[src/imbt_defines.svh]
/*
 * Timing counts and counter width for the I2C master bit timing generator.
 * Assumes the counting clock is the processor bus clock that drives ref_clk.
 */
`ifndef IMBT_DEFINES_SVH
`define IMBT_DEFINES_SVH

// ****************************************************************
// bus phase counts in processor bus clock cycles
// ****************************************************************
`define IMBT_HALF_PERIOD   16'd512
`define IMBT_STOP_SETUP    16'd512
`define IMBT_START_SETUP   16'd1024
`define IMBT_START_HOLD    16'd512
`define IMBT_DATA_VALID    16'd256
`define IMBT_BUS_FREE      16'd512
`define IMBT_COUNT_W       16

`endif

[src/imbt_pkg.sv]
/*
 * Types shared by the I2C master bit timing generator.
 * Assumes imbt_defines.svh is on the include path.
 */
package imbt_pkg;
   typedef enum logic [3:0] {
      ST_IDLE,
      ST_START_SETUP,
      ST_START_HOLD,
      ST_LOW_HOLD,
      ST_LOW_VALID,
      ST_HIGH,
      ST_STOP_LOW,
      ST_STOP_SETUP,
      ST_BUS_FREE
   } imbt_state_t;
endpackage

[src/imbt_master.sv]
/*
 * I2C master bit timing generator: frames start, bit cells and stop on
 * open-drain clock and data lines from processor bus clock counts; start setup also waits for the clock line to read high.
 * Assumes the user side holds byte-free bit requests: one bit per bitReq
 * pulse, stopReq once after the last bit. Pull-ups live outside.
 */
// Contract
// stop: clock high 512 cycles, then data high
// start: clock high 1024 cycles, then data low
// after start fall wait 512 before clock low
// new bit 256 cycles after clock falls
// old bit held 256 cycles after clock falls
// counter-timed phases; lines only pulled low
`timescale 1ns/1ps
`default_nettype none
`include "imbt_defines.svh"
module imbt_master
   import imbt_pkg::*;
#(
   parameter int COUNT_W = `IMBT_COUNT_W
) (
   input  wire logic ref_clk,
   input  wire logic rst_n,
   input  wire logic startReq,
   input  wire logic bitReq,
   input  wire logic bitValue,
   input  wire logic stopReq,
   input  wire logic sclIn,
   input  wire logic sdaIn,
   output logic      sclOut,
   output logic      sclOe,
   output logic      sdaOut,
   output logic      sdaOe,
   output logic      busy,
   output logic      bitDone,
   output logic      sampledBit
);
   initial begin
      if (COUNT_W < 11) begin
         $error("COUNT_W too narrow for 1024 cycle phases");
      end
   end

   // ****************************************************************
   // state
   // ****************************************************************
   typedef struct packed {
      imbt_state_t        phase;
      logic [COUNT_W-1:0] count;
      logic               pendBit;
      logic               sclLow;
      logic               sdaLow;
      logic               busy;
      logic               bitDone;
      logic               sampledBit;
      logic               awaitBit;
   } imbt_master_t;

   imbt_master_t st;
   imbt_master_t next_st;
   logic         sclSync;
   logic         sdaSync;

   imbt_sync u_scl_sync (
      .ref_clk (ref_clk),
      .rst_n   (rst_n),
      .asyncIn (sclIn),
      .syncOut (sclSync)
   );

   imbt_sync u_sda_sync (
      .ref_clk (ref_clk),
      .rst_n   (rst_n),
      .asyncIn (sdaIn),
      .syncOut (sdaSync)
   );

   function automatic logic expired(input logic [COUNT_W-1:0] cnt, input logic [15:0] lim);
      expired = (cnt == COUNT_W'(lim - 16'd1));
   endfunction

   // ****************************************************************
   // phase sequencer
   // ****************************************************************
   always_comb begin
      next_st         = st;
      next_st.count   = st.count + COUNT_W'(1);
      next_st.bitDone = 1'b0;
      unique case (st.phase)
         ST_IDLE: begin
            next_st.count  = '0;
            next_st.sclLow = 1'b0;
            next_st.sdaLow = 1'b0;
            next_st.busy   = 1'b0;
            if (startReq) begin
               next_st.phase = ST_START_SETUP;
               next_st.busy  = 1'b1;
            end
         end
         ST_START_SETUP: begin
            // waits on the synced clock so a slave holding it low stretches setup
            if (!sclSync) begin
               next_st.count = '0;
            end else if (expired(st.count, `IMBT_START_SETUP)) begin
               next_st.sdaLow = 1'b1;
               next_st.count  = '0;
               next_st.phase  = ST_START_HOLD;
            end
         end
         ST_START_HOLD: begin
            if (expired(st.count, `IMBT_START_HOLD)) begin
               next_st.sclLow   = 1'b1;
               next_st.count    = '0;
               next_st.awaitBit = 1'b1;
               next_st.phase    = ST_LOW_HOLD;
            end
         end
         ST_LOW_HOLD: begin
            // clock is low; the old level stays until the hold count ends
            if (bitReq && st.awaitBit) begin
               next_st.pendBit  = bitValue;
               next_st.awaitBit = 1'b0;
               // a late request finds the count parked; stepping on would skip the match
               if (expired(st.count, `IMBT_DATA_VALID)) begin
                  next_st.count = st.count;
               end
            end else if (stopReq && st.awaitBit) begin
               next_st.awaitBit = 1'b0;
               next_st.pendBit  = 1'b0;
               next_st.count    = '0;
               next_st.phase    = ST_STOP_LOW;
            end
            if (st.awaitBit && !bitReq && !stopReq) begin
               next_st.count = st.count; // count climbs to 255, then holds there until the user decides
               if (st.count != COUNT_W'(`IMBT_DATA_VALID - 16'd1)) begin
                  next_st.count = st.count + COUNT_W'(1);
               end
            end else if (!st.awaitBit && expired(st.count, `IMBT_DATA_VALID)) begin
               next_st.sdaLow = ~st.pendBit;
               next_st.count  = '0;
               next_st.phase  = ST_LOW_VALID;
            end
         end
         ST_LOW_VALID: begin
            if (expired(st.count, `IMBT_DATA_VALID)) begin
               next_st.sclLow = 1'b0;
               next_st.count  = '0;
               next_st.phase  = ST_HIGH;
            end
         end
         ST_HIGH: begin
            if (expired(st.count, `IMBT_DATA_VALID)) begin
               next_st.sampledBit = sdaSync;
            end
            if (expired(st.count, `IMBT_HALF_PERIOD)) begin
               next_st.sclLow   = 1'b1;
               next_st.count    = '0;
               next_st.bitDone  = 1'b1;
               next_st.awaitBit = 1'b1;
               next_st.phase    = ST_LOW_HOLD;
            end
         end
         ST_STOP_LOW: begin
            if (expired(st.count, `IMBT_DATA_VALID)) begin
               next_st.sdaLow = 1'b1;
            end
            if (expired(st.count, `IMBT_HALF_PERIOD)) begin
               next_st.sclLow = 1'b0;
               next_st.count  = '0;
               next_st.phase  = ST_STOP_SETUP;
            end
         end
         ST_STOP_SETUP: begin
            if (expired(st.count, `IMBT_STOP_SETUP)) begin
               next_st.sdaLow = 1'b0;
               next_st.count  = '0;
               next_st.phase  = ST_BUS_FREE;
            end
         end
         ST_BUS_FREE: begin
            if (expired(st.count, `IMBT_BUS_FREE)) begin
               next_st.phase = ST_IDLE;
            end
         end
      endcase
      if (!rst_n) begin
         next_st       = '0;
         next_st.phase = ST_IDLE;
      end
   end

   always_ff @(posedge ref_clk) begin
      st <= next_st;
   end

   // ****************************************************************
   // open-drain pins
   // ****************************************************************
   assign sclOut     = 1'b0;
   assign sdaOut     = 1'b0;
   assign sclOe      = st.sclLow;
   assign sdaOe      = st.sdaLow;
   assign busy       = st.busy;
   assign bitDone    = st.bitDone;
   assign sampledBit = st.sampledBit;
endmodule // imbt_master
`default_nettype wire

[src/imbt_sync.sv]
/*
 * Two flip-flop synchroniser for one level input.
 * Assumes the input may change at any time relative to the clock.
 */
`timescale 1ns/1ps
`default_nettype none
module imbt_sync (
   input  wire logic ref_clk,
   input  wire logic rst_n,
   input  wire logic asyncIn,
   output logic      syncOut
);
   typedef struct packed {
      logic stage1;
      logic stage2;
   } imbt_sync_t;

   imbt_sync_t st;
   imbt_sync_t next_st;

   always_comb begin
      next_st.stage1 = asyncIn;
      next_st.stage2 = st.stage1;
      if (!rst_n) begin
         next_st = 2'b11;
      end
   end

   always_ff @(posedge ref_clk) begin
      st <= next_st;
   end

   assign syncOut = st.stage2;
endmodule // imbt_sync
`default_nettype wire
[config.mk]
export PLATFORM = sky130hd
export DESIGN_NAME = imbt_master
export DESIGN_NICKNAME = d
export VERILOG_FILES = /design/src/imbt_pkg.sv /design/src/imbt_master.sv /design/src/imbt_sync.sv
export VERILOG_INCLUDE_DIRS = /design/src
export SDC_FILE = /design/constraint.sdc
export NUM_CORES = 1
export LEC_CHECK = 0
export BUFFER_PORTS_ARGS = -buffer_cell sky130_fd_sc_hd__buf_2
export CAP_MARGIN = 30
export CORE_MARGIN = 4
export CORE_UTILIZATION = 65
export CTS_BUF_LIST = sky130_fd_sc_hd__clkbuf_4
export DETAILED_ROUTE_END_ITERATION = 10
export MAX_ROUTING_LAYER = met4
export PLACE_DENSITY = 0.86
export SLEW_MARGIN = 20
export SYNTH_ARGS = -nofsm -noshare
export SYNTH_HDL_FRONTEND = slang
export SYNTH_HIERARCHICAL = 1
export SYNTH_SLANG_ARGS = --single-unit
[constraint.sdc]
create_clock -name ref_clk -period 8.65 [get_ports ref_clk]
set_clock_uncertainty 0.2 [all_clocks]
set_input_delay 0.4325 -clock ref_clk [delete_from_list [all_inputs] [get_ports ref_clk]]
set_output_delay 0.4325 -clock ref_clk [all_outputs]
set_load 0.02 [all_outputs]
==> impl_metrics.tcl, run 1 <==
set metrics [dict create \
    status "completed" \
    grt_pass1_vias 1495 \
    ys_dominant_reg_cell "dfxtp_1" \
    row_count 18 \
    async_flop_share_pct 0 \
    grt_util_all_layers_pct 26.3 \
    relSlewSlack_pct 39.8 \
    layout-drive-gt1-share_pct 12.8 \
    internal_power_uw 228 \
    firstDrtPassIters 4 \
    p_leak_uw 0.000650 \
    syn_to_final_growth_pct 4.58 \
    hold_end "u_scl_sync/st[1]$_SDFF_PN1_" \
    worstSkewPairLatency_ns 0.34 \
    ys_ff_latch 31 \
    initial_utilization_pct 69.3 \
    reg2reg_from "st[16]$_SDFFE_PN0P_" \
    cts_setup_buffers 0 \
    power_switching_uw 133 \
    diodes 0 \
    wl_met2_um 1840 \
    clock-root-buffer "clkbuf_4" \
    cts_buffers 5 \
    period_minus_slack_ns 3.23 \
    final_common_cell "dfxtp_1" \
    finalMaxSlewViolations 0 \
    pin_count 15 \
    ir_worst_vdd_mv 0.250 \
    cp.required_ns 8.65 \
    grt_setup_unrepaired "false" \
    avgSynthCellArea_um2 8.32 \
    synth_edf_count 0 \
    fin_util_pct 72.5 \
    drc 0 \
    endpoint_kind "flip-flop" \
    viasPerCell 6.56 \
    met1_length_um 1740 \
    total_power_uw 361 \
    postRouteAntennaNets 0 \
    start_kind "flip-flop" \
    grt_pass1_wl_um 6870 \
    setup_tns_ns 0 \
    wl_met3_um 368 \
    syn-cell-area_um2 1750 \
    die_width_um 59.9 \
    preCtsSetupSlack_ns 5.22 \
    cpMaxStageDelayCell "o41ai_4" \
    combPwrFrac_pct 30.0 \
    tritoncts "built" \
    gp_congestion 0.951 \
    min_from "sclIn" \
    rr_worst_depth 5 \
    clockPowerShare_pct 22.0 \
    seq_area_frac_synth_pct 35.5 \
    n_fill_cell 207 \
    final.setup.worst_slack_ns 5.42 \
    regToRegSetupSlack_ns 5.42 \
    cpPeakStageDelay_ns 0.84 \
    hold_class "in -> reg" \
    clk_pin_slew_ns 0.09 \
    crit_chain "or3_2 > or4_1 > o211a_1 > o41ai_4 > nor2_1" \
    finalSetupViolCount 0 \
    core_um2 2520 \
    rr_endpoint "st[17]$_SDFFE_PN0P_" \
    p_sw_share_pct 36.9 \
    antenna_found_initial 0 \
    route.vias.total 1633 \
    io_buffer_count 12 \
    clockBufferDepth 2 \
    p_seq_share_pct 48.0 \
    wl_um 4040 \
    layout_common_cells "31 x dfxtp_1, 20 x nor2_1, 17 x nand2_1, 16 x o21ai_0" \
    worstMarginPinSlew_ns 0.901 \
    ys_types 52 \
    power_density_nw_per_um2 198 \
    final_hold_viol_count 0 \
    wl_per_cell_um 16.2 \
    worstPathArrival_ns 3.23 \
    ctsResizeCount 0 \
    dieArea_um2 3580 \
    cts.sinks 31 \
    path_class "reg -> reg" \
    syn_inst 210 \
    cts_max_level 2 \
    min_path_cells 2 \
    detail_route.iter0.violations 115 \
    layout.nets 227 \
    dp_hpwl_um 2870 \
    synth_warnings 6 \
    drv_cap 0 \
    overflow 0 \
    worst-path-max-fanout 16 \
    top_layer "met4" \
    die_y_um 59.9 \
    grt_max_degree 18 \
    cts_hold_buffers 0 \
    post-route-period-util_pct 37.4 \
    fmax_mhz 309 \
]
## worst max-delay path, delay by kind of cell (launching register included)
kind	cells	cell delay (ns)
and+or+nand+nor	3	1.31
DFF	1	0.43
AOI/OAI and AO/OA	2	1.13
## cell usage after synthesis (all sizes together) (4+ instances only)
cell type | count | area [um2]
a21oi | 12 | 60.1
buf | 5 | 38.8
clkbuf | 8 | 40.0
dfxtp | 31 | 621
nand2 | 17 | 63.8
nand2b | 6 | 37.5
nand3 | 6 | 30.0
nand4 | 5 | 31.3
nand4b | 4 | 35.0
nor2 | 20 | 75.1
nor2b | 4 | 25.0
nor3 | 7 | 35.0
o211ai | 4 | 30.0
o21ai | 16 | 80.1
or3 | 5 | 32.5
or4 | 5 | 43.8
xor2 | 10 | 87.6
## state kept, by name, summed over array words and instances, names as in the netlist
register	cells
sdaOe	1
st	22
bitDone	1
u_sda_sync/syncOut	1
u_scl_sync/syncOut	1
sclOe	1
sampledBit	1
u_sda_sync/st	1
busy	1
u_scl_sync/st	1
## how the worst max path moves through the flow
stage                              from             endpoint  slack [ns]  cells past startpoint
floorplan           st[17]$_SDFFE_PN0P_  st[19]$_SDFFE_PN0P_        5.90                      7
finish              st[16]$_SDFFE_PN0P_  st[17]$_SDFFE_PN0P_        5.42                      5
global placement    st[16]$_SDFFE_PN0P_  st[16]$_SDFFE_PN0P_        5.39                      5
global route        st[16]$_SDFFE_PN0P_  st[19]$_SDFFE_PN0P_        5.27                      5
detailed placement  st[16]$_SDFFE_PN0P_  st[17]$_SDFFE_PN0P_        5.22                      5
CTS                 st[16]$_SDFFE_PN0P_  st[17]$_SDFFE_PN0P_        5.16                      5
## kinds of logic after synthesis
group	count (synthesis)	share of synthesized area (%)
and+or+nand+nor	94	30.1
AOI/OAI and AO/OA	53	21.1
DFF	31	35.5
buffers and inverters	16	5.15
xor gates and xnor gates	11	5.51
muxes	3	1.72
adders and majority gates	1	0.716
other	1	0.215
## area by class of cell
| type | instances | area, um2 | area share (%) |
|---|---|---|---|
| clock buffers | 5 | 37.5 | 2.05 |
| clock inverters | 3 | 15.0 | 0.821 |
| inverters | 3 | 11.3 | 0.616 |
| multi-input cells | 164 | 1040 | 56.9 |
| flip-flops and latches | 31 | 621 | 33.9 |
| well taps | 30 | 37.5 | 2.05 |
| repair buffers | 13 | 65.1 | 3.56 |
## metrics by stage
step / area, um2 / hold slack [ns] / instances
global placement: 1770 / 0.195 / 240
CTS: 1820 / 0.0561 / 248
finish: 1830 / 0.0703 / 249
detailed placement: 1770 / 0.197 / 240
floorplan: 1750 / 0.186 / 211
global route: 1830 / 0.0781 / 249
## metal layers
metal  GRT usage [%]  vias to the layer above
li1                -                      795
met1            31.0                      742
met2            39.7                       87
met3            9.07                        9
met4            12.7                        0
met5               -                        -
## power by group through the flow
stage / sequential, uW / combinational (uW) / clock [uW]
floorplan: 168 / 90.9 / 0
global placement: 175 / 102 / 0
detailed placement: 176 / 105 / 0
CTS: 173 / 106 / 81.8
global route: 175 / 120 / 88.5
finish: 173 / 108 / 79.4
Power figures use the tool's default switching activity.
==> run 2: changes to the inputs <==
Settings changed: CORE_UTILIZATION 65 to 55, PLACE_DENSITY 0.86 to 0.77.
Clock period 8.65 ns to 2.65 ns, I/O delays scaled along.
==> impl_metrics.tcl, run 2 (synthesis gave the netlist of run 1 again) <==
set metrics [dict create \
    status "completed" \
    whs_ns 0.142 \
    crit_family "simple AND/OR/NAND/NOR gates" \
    path_class "reg -> reg" \
    cp.required_ns 2.67 \
    ir_worst_vdd_mv 0.484 \
    regToRegSetupSlack_ns 0.04 \
    total_power_uw 1400 \
    rr_endpoint "st[13]$_SDFFE_PN0P_" \
    endpoint_kind "flip-flop" \
    grt_pass1_vias 1758 \
    cts_buffers 5 \
    row_count 20 \
    clock-root-buffer "clkbuf_4" \
    wl_um 4740 \
    reg2reg_from "st[18]$_SDFFE_PN0P_" \
    postRouteAntennaNets 0 \
    clockBufferDepth 2 \
    drc 0 \
    cpMaxStageDelayCell "or4_4" \
    core_um2 3050 \
    initial_utilization_pct 57.3 \
    path_buf_inv 1 \
    die_y_um 64.4 \
    crit_chain "or4_4 > or4_4 > o211a_1 > o41ai_4 > buf_4 > a21oi_2" \
    overflow 0 \
    layout-drive-gt1-share_pct 28.2 \
    finalMaxSlewViolations 0 \
    viasPerCell 6.13 \
    tritoncts "built" \
    syn_to_final_growth_pct 27.1 \
    post-route-period-util_pct 98.4 \
    grt_setup_unrepaired "true" \
    gp_congestion 0.909 \
    finalSetupViolCount 0 \
    firstDrtPassIters 5 \
    crit_start "st[18]$_SDFFE_PN0P_" \
    worstPathArrival_ns 2.63 \
    cp_common_cell "or4_4" \
    worst-path-stages 6 \
    setup_tns_ns 0 \
    die_width_um 64.4 \
    cts_max_level 2 \
    pin_count 15 \
    worst-path-max-fanout 6 \
    cts.sinks 31 \
    grt_max_degree 13 \
    power_density_nw_per_um2 630 \
    crit_path_end "st[13]$_SDFFE_PN0P_" \
    fmax_mhz 384 \
    fin_util_pct 72.7 \
    rr_worst_depth 6 \
    dieArea_um2 4140 \
    detail_route.iter0.violations 187 \
    final_common_cell "dfxtp_1" \
    clk_pin_slew_ns 0.11 \
    route.vias.total 1813 \
    p_leak_uw 0.000835 \
    largest_reg_flops 22 \
    antenna_found_initial 0 \
    layout_common_cells "26 x dfxtp_1, 24 x buf_4, 18 x nor2_1, 17 x nand2_1, 14 x o21ai_0" \
    hold_class "in -> reg" \
    dp_hpwl_um 3110 \
    wl_per_cell_um 16.0 \
    cpPeakStageDelay_ns 0.58 \
    start_kind "flip-flop" \
    period_minus_slack_ns 2.61 \
    io_buffer_count 12 \
    diodes 0 \
    grt_pass1_wl_um 7930 \
    regMostFlops "st" \
    final_hold_viol_count 0 \
    layout.nets 260 \
    worstSkewPairLatency_ns 0.34 \
    grt_util_all_layers_pct 25.3 \
    drv_cap 0 \
]
-- run 2: cell count changes in the layout (fill, tap and decap cells not counted), sizes merged --
cell         delta
dlygate4sd3     +9
clkinvlp        -1
clkbuf          -1
buf            +25
bufinv          +1
-- run 2: cell type report --
type	instances	area, um2
multi-input combinational	164	1110
fill	235	832
sequential	31	627
timing repair buffer	46	342
tap	44	55.1
clock inverter	3	38.8
clock buffer	5	37.5
inverter	3	11.3
-- run 2: where the power goes --
group          switching (uW)  internal (uW)
Clock                     169            194
Sequential               48.3            503
Combinational             265            219
Total                     483            916
-- run 2: worst min-delay path by stage --
stage,to,slack [ns],startpoint,depth (start not counted)
detailed placement,u_sda_sync/st[1]$_SDFF_PN1_,0.13,sdaIn,2
global route,st[25]$_SDFFE_PN0P_,0.19,stopReq,5
CTS,st[0]$_SDFFE_PN0P_,0.13,bitReq,5
floorplan,u_scl_sync/syncOut$_SDFF_PN1_,0.006,rst_n,1
global placement,u_scl_sync/st[1]$_SDFF_PN1_,0.12,sclIn,2
finish,st[25]$_SDFFE_PN0P_,0.14,stopReq,5
-- run 2: worst register-to-register path, stage by stage (launching register included) --
cell and delay [ns]:
dfxtp_2 0.33, or4_4 0.58, or4_4 0.56, o211a_1 0.25, o41ai_4 0.31, buf_4 0.23
a21oi_2 0.04
-- run 2: repair_timing --
item | 4_1_cts | 5_1_grt
buffers inserted | 2 | 0
cloned | 0 | 1
pin swaps | 1 | 7
hold buffers | 9 | 0
gates resized for setup | 8 | 17
hold endpoints to repair | 9 | 0
setup endpoints to repair | 19 | 20
-- run 2: metal layers --
| metal | vias to the layer above | track usage, % | routed length (um) |
|---|---|---|---|
| met5 | - | - | 0 |
| met4 | 0 | 9.50 | 143 |
| met3 | 20 | 6.85 | 384 |
| met2 | 103 | 41.5 | 2260 |
| met1 | 824 | 29.5 | 1950 |
| li1 | 866 | - | - |
-- run 2: metrics by stage --
stage / std cells / instance area (um2) / setup slack, ns
6_report: 296 / 2220 / 0.0428
2_1_floorplan: 211 / 1760 / 0.00330
3_5_place_dp: 276 / 1960 / -0.275
3_3_place_gp: 276 / 1960 / -0.156
5_1_grt: 296 / 2220 / -0.0440
4_1_cts: 295 / 2160 / 0.00276
